File: src/fanout_cfg_pkg.sv
// shared constants and types for the clock fan-out configuration block
package fanout_cfg_pkg;
  // ---------------------------------------------------------------
  // word layout
  // ---------------------------------------------------------------
  localparam int          PAIR_COUNT   = 10;
  localparam int          WORD_BITS    = 11;
  localparam logic [3:0]  LAST_BIT_IDX = 4'hA;
  localparam int          STROBE_MAX_MHZ = 100;

  typedef struct packed {
    logic                   sel;
    logic [PAIR_COUNT-1:0]  en;
  } cfg_word_s;

  localparam cfg_word_s   CFG_RESET    = '0;
  localparam logic [3:0]  COUNT_RESET  = 4'h0;

  // ---------------------------------------------------------------
  // register map
  // ---------------------------------------------------------------
  localparam int          APB_AW       = 8;
  localparam logic [7:0]  LOCK_OFFSET  = 8'h00;
  localparam logic [7:0]  STAT_OFFSET  = 8'h04;
  localparam int          LOCK_BIT     = 0;
  localparam logic        LOCK_RESET   = 1'b0;
  localparam int          STAT_LOADED  = 11;
  localparam int          STAT_GATE    = 12;
  localparam int          STAT_SHIFT   = 13;

  // ---------------------------------------------------------------
  // sequencer states
  // ---------------------------------------------------------------
  typedef enum logic [2:0] {
    ST_SHIFT  = 3'b001,
    ST_WAIT   = 3'b010,
    ST_LOADED = 3'b100
  } cfg_state_e;

  // synchroniser lane indices
  localparam int SY_STROBE = 0;
  localparam int SY_GATE   = 1;
  localparam int SY_SDATA  = 2;
  localparam int SY_CLK_A  = 3;
  localparam int SY_CLK_B  = 4;
  localparam int SY_LANES  = 5;
  // strobe lane rests high like its pin, so release makes no false edge
  localparam logic [SY_LANES-1:0] SYNC_RESET = 5'h01;
endpackage

File: src/clock_fanout_serial_config.sv
// serial configuration, output enable and input select of a 1:10 fan-out
// How it works
// - the selected input clock is copied onto all ten output pairs
// - eleven-bit shift register on strobe feeds eleven-bit control word
// - with gate high each pair follows its own loaded enable bit
// - after loading with gate high the last shifted bit picks the input clock; with gate low the serial input level does
// - with gate low all ten pairs stay enabled
// - eleven bits shift in, the twelfth strobe pulse loads the word
// - first bit enables pair nine, tenth bit pair zero, zero tri-states
// - select bit zero picks clock a, one picks clock b
// - one load per reset; strobe with gate low clears the sequencer, not the lock
`timescale 1ns/100ps
module clock_fanout_serial_config (
  input  wire logic                          sys_clk,
  input  wire logic                          sys_rst,
  input  wire logic                          config_serial_strobe,
  input  wire logic                          config_serial_in,
  input  wire logic                          program_gate_level,
  input  wire logic                          input_clock_a,
  input  wire logic                          input_clock_b,
  output logic [fanout_cfg_pkg::PAIR_COUNT-1:0] out_clk_p,
  output logic [fanout_cfg_pkg::PAIR_COUNT-1:0] out_clk_n,
  output logic [fanout_cfg_pkg::PAIR_COUNT-1:0] out_oe_n,
  input  wire logic                          psel,
  input  wire logic                          penable,
  input  wire logic                          pwrite,
  input  wire logic [fanout_cfg_pkg::APB_AW-1:0] paddr,
  input  wire logic [31:0]                   pwdata,
  output logic [31:0]                        prdata,
  output logic                               pready,
  output logic                               pslverr
);
  import fanout_cfg_pkg::*;

  // ---------------------------------------------------------------
  // pin synchronisers
  // ---------------------------------------------------------------
  logic [SY_LANES-1:0] sync1;
  logic [SY_LANES-1:0] sync2;
  logic                strobe_prev;
  logic                strobe_edge;
  logic                gate_s;
  logic                sdata_s;

  // every configuration pin, input clocks too, is asynchronous to sys_clk
  always_ff @(posedge sys_clk) begin
    if (sys_rst) begin
      sync1       <= SYNC_RESET;
      sync2       <= SYNC_RESET;
      strobe_prev <= SYNC_RESET[SY_STROBE];
    end else begin
      sync1       <= {input_clock_b, input_clock_a, config_serial_in,
                      program_gate_level, config_serial_strobe};
      sync2       <= sync1;
      strobe_prev <= sync2[SY_STROBE];
    end
  end

  assign strobe_edge = sync2[SY_STROBE] & ~strobe_prev;
  assign gate_s      = sync2[SY_GATE];
  assign sdata_s     = sync2[SY_SDATA];

  // ---------------------------------------------------------------
  // register bus
  // ---------------------------------------------------------------
  logic        lock;
  logic        bus_write;
  cfg_word_s   shift_word;
  cfg_word_s   ctrl_word;
  cfg_state_e  state;
  logic [3:0]  bit_count;

  assign bus_write = psel & penable & pready & pwrite;

  // lock stops shifting, but a reset pulse still works
  always_ff @(posedge sys_clk) begin
    if (sys_rst) begin
      lock <= LOCK_RESET;
    end else if (bus_write && paddr == LOCK_OFFSET) begin
      lock <= pwdata[LOCK_BIT];
    end
  end

  // answer registered in setup, completes in the first access cycle
  always_ff @(posedge sys_clk) begin
    if (sys_rst) begin
      pready  <= 1'b0;
      prdata  <= '0;
      pslverr <= 1'b0;
    end else begin
      pready  <= psel & ~penable;
      if (psel && !penable) begin
        prdata  <= '0;
        pslverr <= 1'b0;
        case (paddr)
          LOCK_OFFSET: begin
            prdata[LOCK_BIT] <= lock;
          end
          STAT_OFFSET: begin
            prdata[WORD_BITS-1:0] <= ctrl_word;
            prdata[STAT_LOADED]   <= (state == ST_LOADED);
            prdata[STAT_GATE]     <= gate_s;
            prdata[STAT_SHIFT]    <= (state == ST_SHIFT);
            pslverr               <= pwrite;
          end
          default: begin
            pslverr <= 1'b1;
          end
        endcase
      end
    end
  end

  // ---------------------------------------------------------------
  // shift and load sequencer
  // ---------------------------------------------------------------
  logic reset_pulse;
  logic shift_step;

  assign reset_pulse = strobe_edge & ~gate_s;
  assign shift_step  = strobe_edge & gate_s & ~lock;

  always_ff @(posedge sys_clk) begin
    if (sys_rst || reset_pulse) begin
      state      <= ST_SHIFT;
      bit_count  <= COUNT_RESET;
      shift_word <= CFG_RESET;
      ctrl_word  <= CFG_RESET;
    end else if (shift_step) begin
      case (state)
        ST_SHIFT: begin
          // first bit ends up in bit 0 after eleven shifts
          shift_word <= {sdata_s, shift_word[WORD_BITS-1:1]};
          bit_count  <= bit_count + 4'h1;
          if (bit_count == LAST_BIT_IDX) begin
            state <= ST_WAIT;
          end
        end
        ST_WAIT: begin
          ctrl_word <= shift_word;
          state     <= ST_LOADED;
        end
        ST_LOADED: begin
          // further pulses ignored until reset
          state <= ST_LOADED;
        end
        default: begin
          state <= ST_SHIFT;
        end
      endcase
    end
  end

  // ---------------------------------------------------------------
  // output pairs
  // ---------------------------------------------------------------
  logic [PAIR_COUNT-1:0] en_rev;
  logic                  pick_b;
  logic                  clk_sel;

  // bit 0 drives pair nine, bit 9 drives pair zero
  for (genvar n = 0; n < PAIR_COUNT; n++) begin : g_rev
    assign en_rev[n] = ctrl_word.en[PAIR_COUNT-1-n];
  end

  assign pick_b  = gate_s ? ctrl_word.sel : sdata_s;
  assign clk_sel = pick_b ? sync2[SY_CLK_B] : sync2[SY_CLK_A];

  // copy is sampled at sys_clk, so only slow input clocks pass cleanly
  always_ff @(posedge sys_clk) begin
    if (sys_rst) begin
      out_clk_p <= '0;
      out_clk_n <= '1;
      out_oe_n  <= '0;
    end else begin
      out_clk_p <= {PAIR_COUNT{clk_sel}};
      out_clk_n <= {PAIR_COUNT{~clk_sel}};
      out_oe_n  <= gate_s ? ~en_rev : '0;
    end
  end
endmodule

File: config.mk
export PLATFORM = sky130hd
export DESIGN_NAME = clock_fanout_serial_config
export DESIGN_NICKNAME = d
export VERILOG_FILES = /design/src/fanout_cfg_pkg.sv /design/src/clock_fanout_serial_config.sv
export SDC_FILE = /design/constraint.sdc
export NUM_CORES = 1
export LEC_CHECK = 0
export ABC_AREA = 1
export BUFFER_PORTS_ARGS = -buffer_cell sky130_fd_sc_hd__clkbuf_2
export CORE_MARGIN = 1.5
export CORE_UTILIZATION = 50
export DETAILED_ROUTE_END_ITERATION = 7
export PLACE_DENSITY = 0.83
export SYNTH_ARGS = -nofsm -noshare
export SYNTH_HDL_FRONTEND = slang
export SYNTH_SLANG_ARGS = --single-unit
File: constraint.sdc
create_clock -name sys_clk -period 2 [get_ports sys_clk]
set_clock_uncertainty 0.2 [all_clocks]
set_input_delay 0.3 -clock sys_clk [delete_from_list [all_inputs] [get_ports sys_clk]]
set_output_delay 0.3 -clock sys_clk [all_outputs]
set_load 0.01 [all_outputs]
; ---- Yosys cells after proc, flatten, opt, wreduce, memory -nomap -nowiden
; Cells that the tools add are included.
[word_totals]
output_inout_bits = 64
wordCells = 54
regBits = 69
inputBits = 50
[classes]
addsub = 1
n_bitwise = 14
n_reduce_logical = 10
eq_ne = 6
muxes = 7
[ops]
columns = cell, n
row1 = $mux W13, 1
row2 = $not A10 Y10, 1
row3 = $and A1 B1 Y1, 8
row4 = $eq A8 B3 Y1 const B, 1
row5 = $logic_not A8 Y1, 1
row6 = $pmux W3 S2, 1
row7 = $reduce_and A2 Y1, 3
row8 = $not A1 Y1, 5
row9 = $add A4 B1 Y4 const B, 1
row10 = $eq A4 B4 Y1 const B, 1
row11 = $pmux W1 S2, 2
row12 = $reduce_or A2 Y1, 2
row13 = $eq A3 B1 Y1 const B, 1
row14 = $eq A3 B2 Y1 const B, 1
row15 = $eq A3 B3 Y1 const B, 1
row16 = $mux W3, 1
row17 = $logic_and A1 B1 Y1, 2
row18 = $mux W1, 2
row19 = $ne A2 B1 Y1 const B, 1
row20 = $logic_not A1 Y1, 1
row21 = $logic_or A1 B1 Y1, 1

; ---- Longest topological paths before layout
; Gate-level depths: netlist of the first run.
[depth]
depth_word = 5
depth_mapped = 8
ltp_nobuf = 8

; ---- Worst setup path before layout of the first run
; No wires, ideal clock.
[synth_path]
path_type = reg-to-reg
from = reg strobe_prev
to = reg shift_word[0] (netlist bit)
stages_incl_launch_ff = 8
slack_ns = 0.646
t_arrival_ns = 1.038
path_buffers = 1
synth_period_minus_slack_ns = 1.354
path_cell_list = dfxtp_1 inv_1 nand2_1 o21ai_2 clkinv_2 clkbuf_1 o21ai_0 nor2_1
[synth_via]
elab_chain_len = 5
[synth_lines]
columns = element, line
row1 = from (decl), clock_fanout_serial_config.sv:40  ; logic strobe_prev;
row2 = from (signal assigned), clock_fanout_serial_config.sv:50  ; strobe_prev <= SYNC_RESET[SY_STROBE];
row3 = from (signal assigned), clock_fanout_serial_config.sv:55  ; strobe_prev <= sync2[SY_STROBE];
row4 = $not A1 Y1 (*), clock_fanout_serial_config.sv:59  ; assign strobe_edge = sync2[SY_STROBE] & ~strobe_prev;
row5 = $and A1 B1 Y1 (*), clock_fanout_serial_config.sv:59
row6 = $and A1 B1 Y1 (2 in series), clock_fanout_serial_config.sv:121  ; assign shift_step = strobe_edge & gate_s & ~lock;
row7 = $reduce_and A2 Y1 (no source line), -
row8 = to (signal assigned), clock_fanout_serial_config.sv:133  ; shift_word <= {sdata_s, shift_word[WORD_BITS-1:1]};
row9 = to (decl), clock_fanout_serial_config.sv:68  ; cfg_word_s shift_word;
; Mark *: on every way between the ends. The rest lies on a longest branch, timed or not.
; A chain may end at the register's enable or synchronous reset.

; ---- Worst setup path in the final report of the first run
[layout_path]
from = in penable
to = reg pready
[layout_via]
elab_chain_len = 2
[layout_lines]
columns = element, line
row1 = from (decl), clock_fanout_serial_config.sv:25  ; input wire logic penable,
row2 = $not A1 Y1, clock_fanout_serial_config.sv:91  ; pready <= psel & ~penable;
row3 = $and A1 B1 Y1, clock_fanout_serial_config.sv:91
row4 = to (signal assigned), clock_fanout_serial_config.sv:91
row5 = to (decl), clock_fanout_serial_config.sv:30  ; output logic pready,
; Every way passes these cells.

==> results of run 1 <==
[sequential cells by signal, summed over array words and instances, names as in the netlist]
name         cells
shift_word      11
prdata          14
bit_count        4
ctrl_word       11
out_oe_n        10
sync2            5
pready           1
strobe_prev      1
pslverr          1
out_clk_p        1
out_clk_n        1
lock             1
sync1            5
state            3
[worst max-delay path by stage]
stage	to	start	slack [ns]	depth (start not counted)
finish	pready$_SDFF_PP0_	penable	0.40	4
global route	shift_word[9]$_SDFFE_PP0P_	state[2]$_SDFFE_PP0P_	0.27	7
CTS	pready$_SDFF_PP0_	penable	0.42	4
detailed placement	state[0]$_SDFFE_PP1P_	sys_rst	0.40	7
global placement	ctrl_word[5]$_SDFFE_PP0P_	sync2[1]$_SDFF_PP0_	0.48	6
floorplan	shift_word[0]$_SDFFE_PP0P_	strobe_prev$_SDFF_PP1_	0.65	7
[power by group through the flow]
stage | Sequential (µW) | Clock (µW) | Combinational (µW)
global placement | 1460 | 0 | 193
finish | 1430 | 1150 | 209
CTS | 1430 | 1170 | 209
global route | 1440 | 1230 | 235
floorplan | 1470 | 0 | 161
detailed placement | 1460 | 0 | 199
[per-stage QoR]
step | hold slack [ns] | cell area (µm²) | setup slack (ns) | cells | utilization, %
floorplan | 0.178 | 2820 | 0.646 | 370 | -
global placement | 0.191 | 2920 | 0.479 | 459 | 56.1
detailed placement | 0.193 | 2920 | 0.399 | 459 | 56.1
CTS | 0.00903 | 3200 | 0.420 | 482 | 61.4
global route | 0.0351 | 3200 | 0.267 | 482 | 61.4
finish | 0.0292 | 3200 | 0.396 | 482 | 61.4
[final cells by class]
type                       count  area [µm²]  area share, %
inverter                      30         115           3.60
timing repair buffer          74         413           12.9
tap                           70        87.6           2.74
clock inverter                 5        58.8           1.84
clock buffer                  11         151           4.73
multi-input combinational    223         991           31.0
sequential                    69        1380           43.2
[worst max-delay path, delay by kind of cell]
| kind | cells | cell delay (ns) |
|---|---|---|
| buffers and inverters | 3 | 1.22 |
| and+or+nand+nor | 1 | 0.16 |
[cell usage after synthesis (all sizes together)]
library cell	n
o21ai	39
clkbuf	7
nand3	8
inv	28
xor2	2
nor3	4
clkinv	2
dfxtp	69
conb	1
ha	2
or2	4
a21oi	19
nor2	80
buf	41
nand2	47
[what timing repair did]
action                    in CTS  in global routing
hold buffers                   7                  0
gates resized for setup        0                  0
hold endpoints to repair       6                  0
[metal layers]
layer	track usage (%)	vias up
li1	-	1156
met1	20.4	954
met2	29.9	58
met3	5.12	4
met4	10.0	0
met5	0	-
[logic make-up after synthesis]
logic type	Yosys count	synth area share (%)
other	1	0.136
xor gates and xnor gates	2	0.635
AOI/OAI and AO/OA	58	10.7
buffers and inverters	78	16.3
adders and majority gates	2	0.907
DFF	69	50.1
and+or+nand+nor	143	21.3
==> results.ini, run 1 <==
[outcome]
outcome=finished clean

[setup_path]
crit_type=input pin to flip-flop
arrival_ns=1.68
crit_required_ns=2.08
worst-r2r-cell-count=6
max_stage_delay_ns=0.56
critical_path_peak_fanout=3
cp-start-kind=input pin
cp_slowest_cell=dlygate4sd3_1
path_common_cell=dlygate4sd3_1
r2r_end=ctrl_word[5]$_SDFFE_PP0P_
cp_cell_sequence=dlygate4sd3_1 > clkbuf_2 > nor3_1 > dlygate4sd3_1
r2r_start=sync2[1]$_SDFF_PP0_
end_kind=flip-flop
rrSetupSlack_ns=0.43

[drt]
ant_nets=0
dr_wl_met3_um=245
drtIter0Drc=143
via_per_inst=4.51
routed-via-count=2172
drt_wl_total_um=5020
routedLengthMet1_um=2160
drc=0
wl_met2_um=2570
routed.top_layer=met4
wl_per_cell_um=10.4
dr.pass1.iters=4

[synthesis]
synth-seq-cells=69
synthCells=353
synth_top_cell_by_area=dfxtp_1
synth-seq-area-share_pct=50.1
synthDistinctLibCells=25
synth.avg_cell_area_um2=7.82
yosys-top-cells-area=dfxtp_1 (50%), nor2_1 (11%), buf_4 (9.8%)
ys_warn_count=0
syn-cell-area_mm2=0.00276
synth_top_cell_area_share_pct=50.1

[grt]
grt_pass1_wl_um=8420
track_usage_pct=17.9
overflow=0
grt_antenna_before_repair=0
grt_pass1_vias=1959
grt_max_degree=31

[die]
die_h_um=77.3
coreArea_mm2=0.00520
initial_core_util_pct=53.0
dieArea_mm2=0.00597
die_w_um=77.3
io_pins=114
core.rowCount=26

[pwr]
p_seq_share_pct=51.3
swShare_pct=23.4
internal-power_uw=2140
p_switching_uw=653
p_leak_uw=0.00151
power_uw=2790
vdd_drop_max_uv=395
p_per_area_mw_per_mm2=873
comb_power_share_pct=7.5
clkPwrFrac_pct=41.2

[final_layout]
n_antenna_cell=0
final_nets=459
drive_above_1_share_pct=23.5
final_common_cell=nor2_1
layout_common_cells=nor2_1 (79), dfxtp_1 (69), clkbuf_2 (64)
area_growth_pct=15.9
num-fill-cells=470

[min_path]
holdPathStages=3
holdPathEnd=lock$_SDFFE_PP0P_
min_path_type=input pin to flip-flop
min-delay-start=pwdata[0]

[clock_network]
cts_tree=done
cts_made_buffers=9
cts_max_level=3
clock_path_buffers=2
cts.root.buffer_cell=clkbuf_8
cts_setup_buffers=0
clk_latency_ns=0.33
cts.sinks=69
path_clk_slew_ns=0.07

[sta]
slew_viol_final=0
finalCritPeriodShare_pct=80.2
setup_tns_ns=0
finalSetupViolCount=0
hold_violations=0
rsz0062_at_grt=false
finalCriticalPeriod_ns=1.60
fmax_mhz=623

[placed_design]
io_buffers=64
dp_hpwl_um=3430
gp_routability_congestion=0.757

[job]
maxCapViolations=0

Note: power is estimated with default switching activity, not from simulation.
==> inputs of run 2 (changes only) <==
--- a/config.mk
+++ b/config.mk
@@ -8,9 +8,9 @@
 export ABC_AREA = 1
 export BUFFER_PORTS_ARGS = -buffer_cell sky130_fd_sc_hd__clkbuf_2
 export CORE_MARGIN = 1.5
-export CORE_UTILIZATION = 50
+export CORE_UTILIZATION = 43
 export DETAILED_ROUTE_END_ITERATION = 7
-export PLACE_DENSITY = 0.83
+export PLACE_DENSITY = 0.76
 export SYNTH_ARGS = -nofsm -noshare
 export SYNTH_HDL_FRONTEND = slang
 export SYNTH_SLANG_ARGS = --single-unit
==> constraint.sdc (replaced) <==
create_clock -name sys_clk -period 1.4 [get_ports sys_clk]
set_clock_uncertainty 0.2 [all_clocks]
set_input_delay 0.21 -clock sys_clk [delete_from_list [all_inputs] [get_ports sys_clk]]
set_output_delay 0.21 -clock sys_clk [all_outputs]
set_load 0.01 [all_outputs]
==> results.ini, run 2 (synthesis results as in run 1) <==
[final_layout]
regMostFlops=prdata
postLayoutCoreUtil_pct=54.5
n_antenna_cell=0
largest_registers=prdata: 14 flops, ctrl_word: 11 flops, shift_word: 11 flops
area_growth_pct=24.0
final_common_cell=nor2_1
final_cells=507
final_cell_area_mm2=0.00342
largest_reg_flops=14
layout_common_cells=nor2_1 (79), clkbuf_2 (64), dfxtp_1 (61)
final_nets=477
drive_above_1_share_pct=30.7

[job]
maxCapViolations=0

[grt]
track_usage_pct=14.9
overflow=0
grt_pass1_vias=2032
grt_pass1_wl_um=8400
grt_antenna_before_repair=0
grt_max_degree=31

[drt]
via_per_inst=4.43
drtIter0Drc=98
routed-via-count=2248
drt_wl_total_um=5100
dr.pass1.iters=4
ant_nets=0
wl_per_cell_um=10.1
drc=0

[clock_network]
path_clk_slew_ns=0.07
clock_path_buffers=2
clk_latency_ns=0.34
cts.root.buffer_cell=clkbuf_8
cts_tree=done
cts_max_level=3
cts_made_buffers=9
cts.sinks=69

[die]
die_w_um=83.1
io_pins=114
core.rowCount=29
die_h_um=83.1
dieArea_mm2=0.00691
coreArea_mm2=0.00628
initial_core_util_pct=44.0

[pwr]
p_switching_uw=910
p_leak_uw=0.00162
swShare_pct=24.2
vdd_drop_max_uv=735
power_uw=3760
clkPwrFrac_pct=36.8
comb_power_share_pct=8.8
p_per_area_mw_per_mm2=1100
internal-power_uw=2850
p_seq_share_pct=54.4

[sta]
hold_violations=0
holdWs_ns=0.0547
finalSetupViolCount=0
slew_viol_final=0
rsz0062_at_grt=true
fmax_mhz=720
finalCritPeriodShare_pct=99.3
finalCriticalPeriod_ns=1.39

[placed_design]
post_dp_cell_area_mm2=0.00305
dp.cells=478
dp_hpwl_um=3470
io_buffers=64
gp_routability_congestion=0.814

[setup_path]
arrival_ns=1.42
critical_path_peak_fanout=8
end_kind=flip-flop
crit_required_ns=1.43
crit_type=flip-flop to flip-flop
cp-start-kind=flip-flop
worst-r2r-cell-count=6

[min_path]
holdPathStages=5
min_path_type=input pin to flip-flop

[outcome]
outcome=finished clean

-- run 2: worst max-delay path: stages (launching register included) --
cell	delay (ns)
dfxtp_2	0.38
nand2_2	0.08
nor2_4	0.17
nand2_4	0.11
buf_12	0.15
o21ai_1	0.15
nor2_1	0.05
-- run 2: path summary, 6_finish.rpt --
path / startpoint / endpoint / slack (ns)
setup / recovery: sync2[1]$_SDFF_PP0_ / ctrl_word[5]$_SDFFE_PP0P_ / 0.01
hold / removal: pwrite / lock$_SDFFE_PP0P_ / 0.05
setup reg to reg: sync2[1]$_SDFF_PP0_ / ctrl_word[5]$_SDFFE_PP0P_ / 0.01
hold reg to reg: sync1[0]$_SDFF_PP1_ / sync2[0]$_SDFF_PP1_ / 0.21
-- run 2: layout make-up --
class,count,area [µm²]
Clock buffer,13,149
Clock inverter,3,21.3
Fill cell,549,2860
Inverter,30,124
Multi-Input combinational cell,223,1040
Sequential cell,69,1390
Tap cell,77,96.3
Timing Repair Buffer,92,596
-- run 2: per-stage QoR --
| step | setup slack [ns] | TNS [ns] |
|---|---|---|
| 6_report | 0.0104 | 0 |
| 5_1_grt | -0.0792 | -0.724 |
| 4_1_cts | 0.00184 | 0 |
| 3_5_place_dp | -0.0379 | -0.372 |
| 3_3_place_gp | -0.0115 | -0.0211 |
| 2_1_floorplan | 0.0465 | 0 |
-- run 2: repair_timing --
action	CTS	global route
gates resized for setup	6	24
hold endpoints to repair	7	0
pin swaps	1	4
gates cloned	0	0
buffers inserted	0	5
hold buffers	8	0
setup endpoints to repair	46	29
-- run 2: metal layers --
| metal | global-route usage (%) | part of all wire [%] | vias to the layer above |
|---|---|---|---|
| li1 | - | - | 1192 |
| met1 | 17.1 | 45 | 994 |
| met2 | 25.4 | 49 | 49 |
| met3 | 2.68 | 3.4 | 13 |
| met4 | 10.0 | 2.5 | 0 |
| met5 | 0 | 0 | - |
-- run 2: power by group through the flow --
| stage | logic [µW] | registers, µW | clock network, µW |
|---|---|---|---|
| after detailed placement | 305 | 2090 | 0 |
| after global placement | 300 | 2090 | 0 |
| final | 332 | 2050 | 1380 |
| after floorplan | 229 | 2100 | 0 |
| after CTS | 324 | 2050 | 1410 |
| after global routing | 367 | 2050 | 1510 |
